File: config.mk
export PLATFORM = sky130hd
export DESIGN_NAME = drs_top
export DESIGN_NICKNAME = d
export VERILOG_FILES = /design/src/drs_pkg.sv /design/src/drs_top.sv
export SDC_FILE = /design/constraint.sdc
export NUM_CORES = 1
export LEC_CHECK = 0
export ABC_AREA = 0
export BUFFER_PORTS_ARGS = -buffer_cell sky130_fd_sc_hd__buf_2
export CAP_MARGIN = 20
export CORE_MARGIN = 10
export CORE_UTILIZATION = 48
export CTS_CLUSTER_DIAMETER = 120
export DETAILED_ROUTE_END_ITERATION = 7
export PLACE_DENSITY = 0.95
export SLEW_MARGIN = 15
export SYNTH_ARGS = -nofsm -noshare
export SYNTH_HDL_FRONTEND = slang
export SYNTH_SLANG_ARGS = --single-unit
File: constraint.sdc
create_clock -name clk -period 5.2 [get_ports clk]
set_input_delay 0 -clock clk [delete_from_list [all_inputs] [get_ports clk]]
set_output_delay 0 -clock clk [all_outputs]
set_load 0.01 [all_outputs]
File: src/drs_pkg.sv
// Constants and types for the device reset sequencer.
// Assumes a 20 MHz CPU clock and a synchronously sampled memory-interface clock.
package drs_pkg;
  localparam int CLK_PERIOD_NS = 50;
  // Hardware reset low time expected from the board
  localparam int HW_RESET_MIN_US  = 250;
  localparam int HW_RESET_MIN_CYC = (HW_RESET_MIN_US * 1000 + CLK_PERIOD_NS - 1) / CLK_PERIOD_NS;
  // Release points in CPU periods after reset release
  localparam logic [3:0] Z_MIN_P    = 4'h2;
  localparam logic [3:0] Z_MAX_P    = 4'h8;
  localparam logic [3:0] Z_REL_P    = 4'h4;
  localparam logic [3:0] LOW_MAX_P  = 4'hB;
  localparam logic [3:0] LOW_REL_P  = 4'h6;
  // Release points in memory-interface periods after reset release
  localparam logic [4:0] RESYNC_E   = 5'h03;
  localparam logic [4:0] MEM_MIN_E  = 5'h10;
  localparam logic [4:0] MEM_REL_E  = 5'h11;
  localparam logic [4:0] MEM_MAX_E  = 5'h14;
  // Length of an internal soft or emulation reset, CPU periods
  localparam logic [4:0] SOFT_HOLD_P = 5'h10;
  // Register byte offsets
  localparam logic [3:0] OFF_CTRL   = 4'h0;
  localparam logic [3:0] OFF_STATUS = 4'h4;
  localparam logic [3:0] OFF_BOOT   = 4'h8;
  // Control bit positions
  localparam int CTRL_SOFT_BIT = 0;
  localparam int CTRL_EMU_BIT  = 1;
  // Boot register layout
  localparam int BOOT_PCI_BIT  = 8;
  localparam int BOOT_SP2_BIT  = 9;
  // Bus answers and the boot configuration reset value
  localparam logic [1:0] RESP_OKAY   = 2'h0;
  localparam logic [1:0] RESP_SLVERR = 2'h2;
  localparam logic [6:0] BOOT_RESET  = 7'h00;

  typedef enum logic [3:0] {
    ST_HOLD = 4'h1,
    ST_SOFT = 4'h2,
    ST_SEQ  = 4'h4,
    ST_RUN  = 4'h8
  } drs_state_t;

  typedef struct packed {
    drs_state_t  state;
    logic [3:0]  p_cnt;
    logic [4:0]  e_cnt;
    logic [4:0]  soft_cnt;
    logic        mclk_q;
    logic [6:0]  boot_cfg;
    logic        pci_en_boot;
    logic        sp2_boot;
    logic        core_reset;
    logic        z_oe_n;
    logic        low_valid;
    logic        ee_cs_valid;
    logic        ee_cd_oe_n;
    logic        mem_z_oe_n;
    logic        mclk_out_oe_n;
    logic        mem_hi_valid;
    logic        mem_lo_valid;
    logic        hold_ack_valid;
    logic        bus_req_valid;
    logic        resync;
    logic        pci_sm_reset;
    logic        awready;
    logic        wready;
    logic        bvalid;
    logic [1:0]  bresp;
    logic [3:0]  awaddr;
    logic [1:0]  wbits;
    logic        wstrb0;
    logic        arready;
    logic        rvalid;
    logic [1:0]  rresp;
    logic [31:0] rdata;
  } drs_regs_t;
endpackage

File: src/drs_top.sv
// Device reset sequencer: reset sources, boot strap capture, pin-group release.
// Assumes all pins synchronous to clk; memory-interface clock is sampled as data.
//
// Contract
// - Soft reset accepted only with PCI enabled.
// - Soft reset keeps last latched boot configuration.
// - Hardware reset leaves PCI state machine alone.
// - PCI-side reset resets only PCI machine.
// - Emulation reset behaves like soft reset, but is not gated by PCI enable.
// - Straps captured at hardware reset rising edge.
// - Z group floats, drives 2..8 P later.
// - EEPROM low group valid within 11 P.
// - EEPROM low group only when PCI, not port2; chip select still goes valid in every mode.
// - Memory Z floats, valid 16E..8P+20E after.
// - Memory clock resync 2E..8P+20E after release.
// - Memory clock output floats, valid by 8P+20E.
// - Memory high/low groups invalid, then valid.
// - Hold acknowledge group follows hold input level.
`timescale 1ns/100ps
module drs_top (
  input  wire logic        clk,
  input  wire logic        rst,
  input  wire logic        ce,
  input  wire logic        hw_reset_n,
  input  wire logic        pci_side_reset_n,
  input  wire logic        emu_reset_req,
  input  wire logic        memif_clock_input,
  input  wire logic [3:0]  memif_address_boot_bits,
  input  wire logic        byte_order_strap,
  input  wire logic        pci_eeprom_autoinit_strap,
  input  wire logic        host_data_bit5_strap,
  input  wire logic        pci_enable_strap,
  input  wire logic        serial_port2_enable_strap,
  input  wire logic        hold_in,
  output logic             core_reset,
  output logic             pci_sm_reset,
  output logic [6:0]       boot_config,
  output logic             z_group_oe_n,
  output logic             eeprom_serial_chip_select_valid,
  output logic             eeprom_clk_data_oe_n,
  output logic             memif_z_oe_n,
  output logic             memif_clock_output_one_oe_n,
  output logic             memif_high_valid,
  output logic             memif_low_valid,
  output logic             bus_hold_acknowledge_valid,
  output logic             bus_request_out_valid,
  output logic             memif_resync,
  input  wire logic [31:0] s_axi_awaddr,
  input  wire logic        s_axi_awvalid,
  output logic             s_axi_awready,
  input  wire logic [31:0] s_axi_wdata,
  input  wire logic [3:0]  s_axi_wstrb,
  input  wire logic        s_axi_wvalid,
  output logic             s_axi_wready,
  output logic [1:0]       s_axi_bresp,
  output logic             s_axi_bvalid,
  input  wire logic        s_axi_bready,
  input  wire logic [31:0] s_axi_araddr,
  input  wire logic        s_axi_arvalid,
  output logic             s_axi_arready,
  output logic [31:0]      s_axi_rdata,
  output logic [1:0]       s_axi_rresp,
  output logic             s_axi_rvalid,
  input  wire logic        s_axi_rready
);
  drs_pkg::drs_regs_t s_reg;
  drs_pkg::drs_regs_t s_next;

  logic       mclk_rise;
  logic       in_reset;
  logic       wr_go;
  logic       soft_go;
  logic       low_mode;
  logic [6:0] strap_now;

  assign mclk_rise = memif_clock_input & ~s_reg.mclk_q;
  assign strap_now = {memif_address_boot_bits, byte_order_strap,
                      pci_eeprom_autoinit_strap, host_data_bit5_strap};
  assign wr_go = ~s_reg.awready & ~s_reg.wready & ~s_reg.bvalid;

  always_comb begin
    s_next  = s_reg;
    soft_go = 1'b0;
    s_next.mclk_q = memif_clock_input;
    // PCI-side reset drives only the PCI machine
    s_next.pci_sm_reset = ~pci_side_reset_n;

    // AXI write: address and data taken in either order
    if (s_axi_awvalid && s_reg.awready) begin
      s_next.awready = 1'b0;
      s_next.awaddr  = s_axi_awaddr[3:0];
    end
    if (s_axi_wvalid && s_reg.wready) begin
      s_next.wready = 1'b0;
      s_next.wbits  = s_axi_wdata[1:0];
      s_next.wstrb0 = s_axi_wstrb[0];
    end
    if (wr_go) begin
      s_next.bvalid = 1'b1;
      if (s_reg.awaddr == drs_pkg::OFF_CTRL) begin
        s_next.bresp = drs_pkg::RESP_OKAY;
        // host soft reset gated by PCI enable
        // emulation request shares the soft path
        soft_go = s_reg.wstrb0 &
                  ((s_reg.wbits[drs_pkg::CTRL_SOFT_BIT] & s_reg.pci_en_boot) |
                   s_reg.wbits[drs_pkg::CTRL_EMU_BIT]);
      end else if (s_reg.awaddr == drs_pkg::OFF_STATUS ||
                   s_reg.awaddr == drs_pkg::OFF_BOOT) begin
        s_next.bresp = drs_pkg::RESP_OKAY;
      end else begin
        s_next.bresp = drs_pkg::RESP_SLVERR;
      end
    end
    if (s_reg.bvalid && s_axi_bready) begin
      s_next.bvalid  = 1'b0;
      s_next.awready = 1'b1;
      s_next.wready  = 1'b1;
    end

    // AXI read
    if (s_axi_arvalid && s_reg.arready) begin
      s_next.arready = 1'b0;
      s_next.rvalid  = 1'b1;
      s_next.rresp   = drs_pkg::RESP_OKAY;
      case (s_axi_araddr[3:0])
        drs_pkg::OFF_CTRL: begin
          s_next.rdata = 32'h0000_0000;
        end
        drs_pkg::OFF_STATUS: begin
          s_next.rdata = {16'h0000, 3'h0, s_reg.e_cnt, s_reg.p_cnt, s_reg.state};
        end
        drs_pkg::OFF_BOOT: begin
          s_next.rdata = {22'h00_0000, s_reg.sp2_boot, s_reg.pci_en_boot, 1'b0,
                          s_reg.boot_cfg};
        end
        default: begin
          s_next.rdata = 32'h0000_0000;
          s_next.rresp = drs_pkg::RESP_SLVERR;
        end
      endcase
    end
    if (s_reg.rvalid && s_axi_rready) begin
      s_next.rvalid  = 1'b0;
      s_next.arready = 1'b1;
    end

    // Reset sequencing
    // hardware reset never touches the PCI machine
    case (s_reg.state)
      drs_pkg::ST_HOLD: begin
        if (hw_reset_n) begin
          s_next.boot_cfg    = strap_now;
          s_next.pci_en_boot = pci_enable_strap;
          s_next.sp2_boot    = serial_port2_enable_strap;
          s_next.state       = drs_pkg::ST_SEQ;
          s_next.p_cnt       = 4'h0;
          s_next.e_cnt       = 5'h00;
        end
      end
      drs_pkg::ST_SOFT: begin
        // boot configuration kept through soft reset
        if (s_reg.soft_cnt == drs_pkg::SOFT_HOLD_P - 5'h01) begin
          s_next.state = drs_pkg::ST_SEQ;
          s_next.p_cnt = 4'h0;
          s_next.e_cnt = 5'h00;
        end else begin
          s_next.soft_cnt = s_reg.soft_cnt + 5'h01;
        end
      end
      drs_pkg::ST_SEQ: begin
        if (s_reg.p_cnt != 4'hF) begin
          s_next.p_cnt = s_reg.p_cnt + 4'h1;
        end
        if (mclk_rise && s_reg.e_cnt != 5'h1F) begin
          s_next.e_cnt = s_reg.e_cnt + 5'h01;
        end
        if (s_reg.e_cnt >= drs_pkg::MEM_REL_E && s_reg.p_cnt >= drs_pkg::LOW_REL_P) begin
          s_next.state = drs_pkg::ST_RUN;
        end
      end
      drs_pkg::ST_RUN: begin
      end
      default: begin
        s_next.state = drs_pkg::ST_HOLD;
      end
    endcase
    // emulation pin restarts the soft hold
    if ((soft_go || emu_reset_req) && s_reg.state != drs_pkg::ST_HOLD) begin
      s_next.state    = drs_pkg::ST_SOFT;
      s_next.soft_cnt = 5'h00;
    end
    if (!hw_reset_n) begin
      s_next.state = drs_pkg::ST_HOLD;
    end

    in_reset = ~hw_reset_n | (s_next.state == drs_pkg::ST_HOLD) |
               (s_next.state == drs_pkg::ST_SOFT);
    low_mode = s_reg.pci_en_boot & ~s_reg.sp2_boot;
    s_next.core_reset = in_reset;
    // Z group released at fixed P count
    s_next.z_oe_n = in_reset | ~(s_reg.state == drs_pkg::ST_RUN ||
                                 (s_reg.state == drs_pkg::ST_SEQ &&
                                  s_reg.p_cnt >= drs_pkg::Z_REL_P));
    // EEPROM low group valid after fixed P count
    s_next.low_valid = ~in_reset & (s_reg.state == drs_pkg::ST_RUN ||
                                    (s_reg.state == drs_pkg::ST_SEQ &&
                                     s_reg.p_cnt >= drs_pkg::LOW_REL_P));
    s_next.ee_cs_valid = s_next.low_valid;
    s_next.ee_cd_oe_n  = low_mode ? ~s_next.low_valid : s_next.z_oe_n;
    s_next.mem_z_oe_n    = in_reset | ~(s_reg.state == drs_pkg::ST_RUN ||
                                        (s_reg.state == drs_pkg::ST_SEQ &&
                                         s_reg.e_cnt >= drs_pkg::MEM_REL_E));
    s_next.mclk_out_oe_n = s_next.mem_z_oe_n;
    s_next.mem_hi_valid  = ~s_next.mem_z_oe_n;
    s_next.mem_lo_valid  = ~s_next.mem_z_oe_n;
    s_next.hold_ack_valid = hold_in ? s_next.mem_hi_valid : s_next.mem_lo_valid;
    s_next.bus_req_valid  = s_next.mem_lo_valid;
    s_next.resync = ~in_reset & (s_reg.state == drs_pkg::ST_SEQ) & mclk_rise &
                    (s_reg.e_cnt == drs_pkg::RESYNC_E - 5'h01);
  end

  always_ff @(posedge clk) begin
    if (rst) begin
      s_reg <= '0;
      s_reg.state <= drs_pkg::ST_HOLD;
      s_reg.boot_cfg <= drs_pkg::BOOT_RESET;
      s_reg.core_reset <= 1'b1;
      s_reg.z_oe_n <= 1'b1;
      s_reg.ee_cd_oe_n <= 1'b1;
      s_reg.mem_z_oe_n <= 1'b1;
      s_reg.mclk_out_oe_n <= 1'b1;
      s_reg.pci_sm_reset <= 1'b1;
      s_reg.awready <= 1'b1;
      s_reg.wready <= 1'b1;
      s_reg.arready <= 1'b1;
    end else if (ce) begin
      s_reg <= s_next;
    end
  end

  assign core_reset                      = s_reg.core_reset;
  assign pci_sm_reset                    = s_reg.pci_sm_reset;
  assign boot_config                     = s_reg.boot_cfg;
  assign z_group_oe_n                    = s_reg.z_oe_n;
  assign eeprom_serial_chip_select_valid = s_reg.ee_cs_valid;
  assign eeprom_clk_data_oe_n            = s_reg.ee_cd_oe_n;
  assign memif_z_oe_n                    = s_reg.mem_z_oe_n;
  assign memif_clock_output_one_oe_n     = s_reg.mclk_out_oe_n;
  assign memif_high_valid                = s_reg.mem_hi_valid;
  assign memif_low_valid                 = s_reg.mem_lo_valid;
  assign bus_hold_acknowledge_valid      = s_reg.hold_ack_valid;
  assign bus_request_out_valid           = s_reg.bus_req_valid;
  assign memif_resync                    = s_reg.resync;
  assign s_axi_awready                   = s_reg.awready;
  assign s_axi_wready                    = s_reg.wready;
  assign s_axi_bresp                     = s_reg.bresp;
  assign s_axi_bvalid                    = s_reg.bvalid;
  assign s_axi_arready                   = s_reg.arready;
  assign s_axi_rdata                     = s_reg.rdata;
  assign s_axi_rresp                     = s_reg.rresp;
  assign s_axi_rvalid                    = s_reg.rvalid;

  // Cycles since entering release sequence, for checks
  logic [4:0] rel_cnt;
  always_ff @(posedge clk) begin
    if (rst) begin
      rel_cnt <= 5'h00;
    end else if (ce) begin
      if (s_reg.state != drs_pkg::ST_SEQ && s_next.state == drs_pkg::ST_SEQ) begin
        rel_cnt <= 5'h00;
      end else if (rel_cnt != 5'h1F) begin
        rel_cnt <= rel_cnt + 5'h01;
      end
    end
  end
endmodule
==> metrics.md <==
| Metric | Value |
|---|---|
| Max-slew violations | `0` |
| GRT busiest layer | `met2` |
| Wire length per cell | `16.9 um` |
| Crit-path max cell delay | `0.73 ns` |
| Clk Latency, worst-skew pair | `0.34 ns` |
| M1 GR Usage | `16.2%` |
| CP max-delay cell | `nor4b_1` |
| H-Tree Depth | `3` |
| Setup Viol. Count Final | `0` |
| Req. time, crit path | `between 5 and 6 ns` |
| CTS Sinks | `63` |
| Die H | `102 um` |
| Fin Setup TNS | `0 ns` |
| Worst-Margin Slew | `roughly 1.1 ns` |
| Sequential element share of the synthesized area | `38.9%` |
| Status | `completed` |
| Starting DRT DRC Count | `232` |
| Max Cap Violations | `0` |
| Kind of critical path | `reg2reg` |
| IO Count | `182` |
| Hold Path Class | `in2reg` |
| Warnings from Yosys | `0` |
| DRC viols | `0` |
| Layout cells sized above 1 | `around 23%` |
| Initial core utilization | `50.3%` |
| Slew headroom | `27.5%` |
| Vias | `about 2800` |
| Clk root buf | `clkbuf_8` |
| Cts bufs inserted | `9` |
| Vias in the first global route | `2830` |
| GRT met2 Usage | `29.7%` |
| Worst EP arrival | `2.93 ns` |
| R2R Setup Slk | `2.52 ns` |
| Placer Congestion | `0.824` |
| Area Growth Syn to Fin | `16.8%` |
| Nets@finish | `554` |
| CTS max path bufs | `2` |
| FMAX | `around 370 MHz` |
| Seq cells post-synth | `63` |
| Worst-path cell chain | `ha_1 -> and3_1 -> ha_1 -> nor3b_1 -> nor4b_1 -> a21oi_1 -> a311oi_1` |
| Most instantiated library cell after synthesis | `dfxtp_1` |
| RSZ-0062 raised after global routing | `false` |
| Mux cell area share after synthesis | `5.24%` |
| LEAKAGE | `1.63 nW` |
| Number of flip-flops under the largest register name | `28` |
| Adder-Cell Fraction of Synth Area | `~2.7%` |
| Largest family of logic cells by synthesized area | `simple AND/OR/NAND/NOR gates` |
| Most area-hungry cell type in the Yosys netlist | `dfxtp_1` |
| XOR/XNOR Fraction of Synth Area | `1.08%` |
| Post-DP HPWL | `5770 um` |
| Post-Route WL | `about 8500 um` |
| CTS clock-pin slew for the worst setup and hold paths | `0.07 ns` |
| Most used DFF post-synth | `dfxtp_1` |
| Initial antenna violation count | `0` |
| GRT overflow | `0` |
| ANT cells | `0` |
| Mapped Cells | `367` |
| Crit path max fanout | `8` |
| Largest net degree at the start of global routing | `61` |
| First-pass GRT wire length | `13700 um` |
| CTS tree | `yes` |
| Post-Synth Simple-Gate Area | `between 20% and 30%` |
| Minimum clock period | `roughly 2.7 ns` |
| CP Launch Type | `flip-flop` |
| DRT Pass-1 Iters | `5` |
| Met3 Use GR | `6.48%` |
| Total Routing Usage GR | `around 16%` |
| Die Width | `102 um` |
| Core area | `6460 um^2` |
| Worst path most repeated cell | `ha_1` |
| Number of port buffers | `70` |
| FP Rows | `29` |
| Post-synth ARST share | `0%` |
| Post-route ant nets | `0` |
| Post-CTS sizing | `0` |
| Final Cycle Share | `51.6%` |
| Most frequent cells after synthesis | `dfxtp_1 (63), nor2_1 (54), buf_4 (47)` |
| Max VDD drop | `0.000256 V` |
| Drt via density | `around 5.5` |
| Synth top area share | `roughly 40%` |
| Compound-Gate Fraction of Synth Area | `16.5%` |
| Final hold viol count | `0` |
| Critical Path Sink Type | `flip-flop` |
| Area contributors post-synth | `dfxtp_1 (39%), buf_4 (11%), nor2_1 (6.2%), mux2i_1 (5.2%), nor3_1 (2.8%)` |
| Fin util | `58.7%` |
| Power density over the cells | `298 nW/um^2` |
| Syn_area_per_cell | `8.84 um^2` |
| Cell variety after synth | `55` |
| Die area | `10500 um^2` |
| Post-layout total power | `1.13 mW` |
| Clock skew | `0.00688 ns` |
| EDFF count, synth | `0` |
| Mapped Area | `3250 um^2` |
[worst max-delay path, delay by kind of cell (launching register included)]
kind / cells / cell delay, ns
flip-flops: 1 / 0.40
adder cells (fa/ha/maj): 2 / 0.45
AND/OR/NAND/NOR: 3 / 1.33
AO/OA/AOI/OAI: 2 / 0.41
[where the power goes]
part | internal, mW | leakage (nW) | switching [mW]
logic | 0.0562 | 0.994 | 0.0727
clock network | 0.306 | 0.118 | 0.182
registers | 0.499 | 0.513 | 0.0142
total | 0.861 | 1.63 | 0.269
[layout by cell type, fill, tap and decap left out, drive strengths merged, types with 2 or more instances in the layout]
cell type    netlist  routed
nor4b              4       4
nand3b             2       2
a221oi             9       9
nand3              5       5
nor3b              3       3
clkbuf             9      12
buf               57      70
inv                4       4
nor2              54      54
o32ai              2       2
dlygate4sd3        0      23
o21a               2       2
ha                 7       7
and3               4       4
mux2i             17      17
xnor2              2       2
a22oi              5       5
o211ai             2       2
nand4              3       3
nor3              19      19
o21ai             14      14
a21o               2       2
a211oi             4       4
a21oi             13      13
conb               1      21
dfxtp             63      63
or4b               2       2
or3                4       4
xor2               2       2
nand2             19      19
bufinv             0       2
a311oi             4       4
nand2b             9       9
a211o              3       3
[worst paths after layout]
kind / to / start / depth (start not counted)
hold / removal: s_reg[86] / hw_reset_n / 3
setup reg to reg: s_reg[78] / s_reg[76] / 7
hold reg to reg: core_reset / core_reset / 2
setup / recovery: s_reg[78] / s_reg[76] / 7
[repair_timing]
action                                 in CTS  in global routing
hold buffers                               23                  0
endpoints found under the hold margin      21                  0
setup buffers                               0                  0
[kinds of logic (layout without fill, tap and decap cells)]
kind of cell               count (synthesis)  count (layout)
DFF                                       63              63
other                                      1              21
AOI/OAI and AO/OA                         72              72
xor gates and xnor gates                   4               4
muxes                                     17              17
adders and majority gates                  7               7
and+or+nand+nor                          133             133
buffers and inverters                     70             112
[per-stage QoR]
stage	setup WS (ns)	instances	hold WS, ns	cell area [um^2]
finish	2.52	506	0.0139	3790
global route	2.23	506	0.0215	3790
CTS	2.57	506	0.00509	3790
detailed placement	2.60	468	0.244	3330
global placement	2.74	468	0.231	3330
floorplan	3.07	387	0.144	3320
[routing by layer]
layer,vias to the layer above,part of all wire (%)
met2,117,53
met4,0,2.1
met1,1307,36
li1,1351,-
met3,19,8.8
met5,-,0
[cell type report]
type | count | area (um^2)
multi-input cells | 254 | 1610
inverters | 4 | 15.0
well taps | 77 | 96.3
flip-flops and latches | 63 | 1260
clock inverters | 3 | 65.1
repair buffers | 93 | 581
clock buffers | 12 | 165
fillers | 545 | 2670
(Power assumes the default switching activity.)
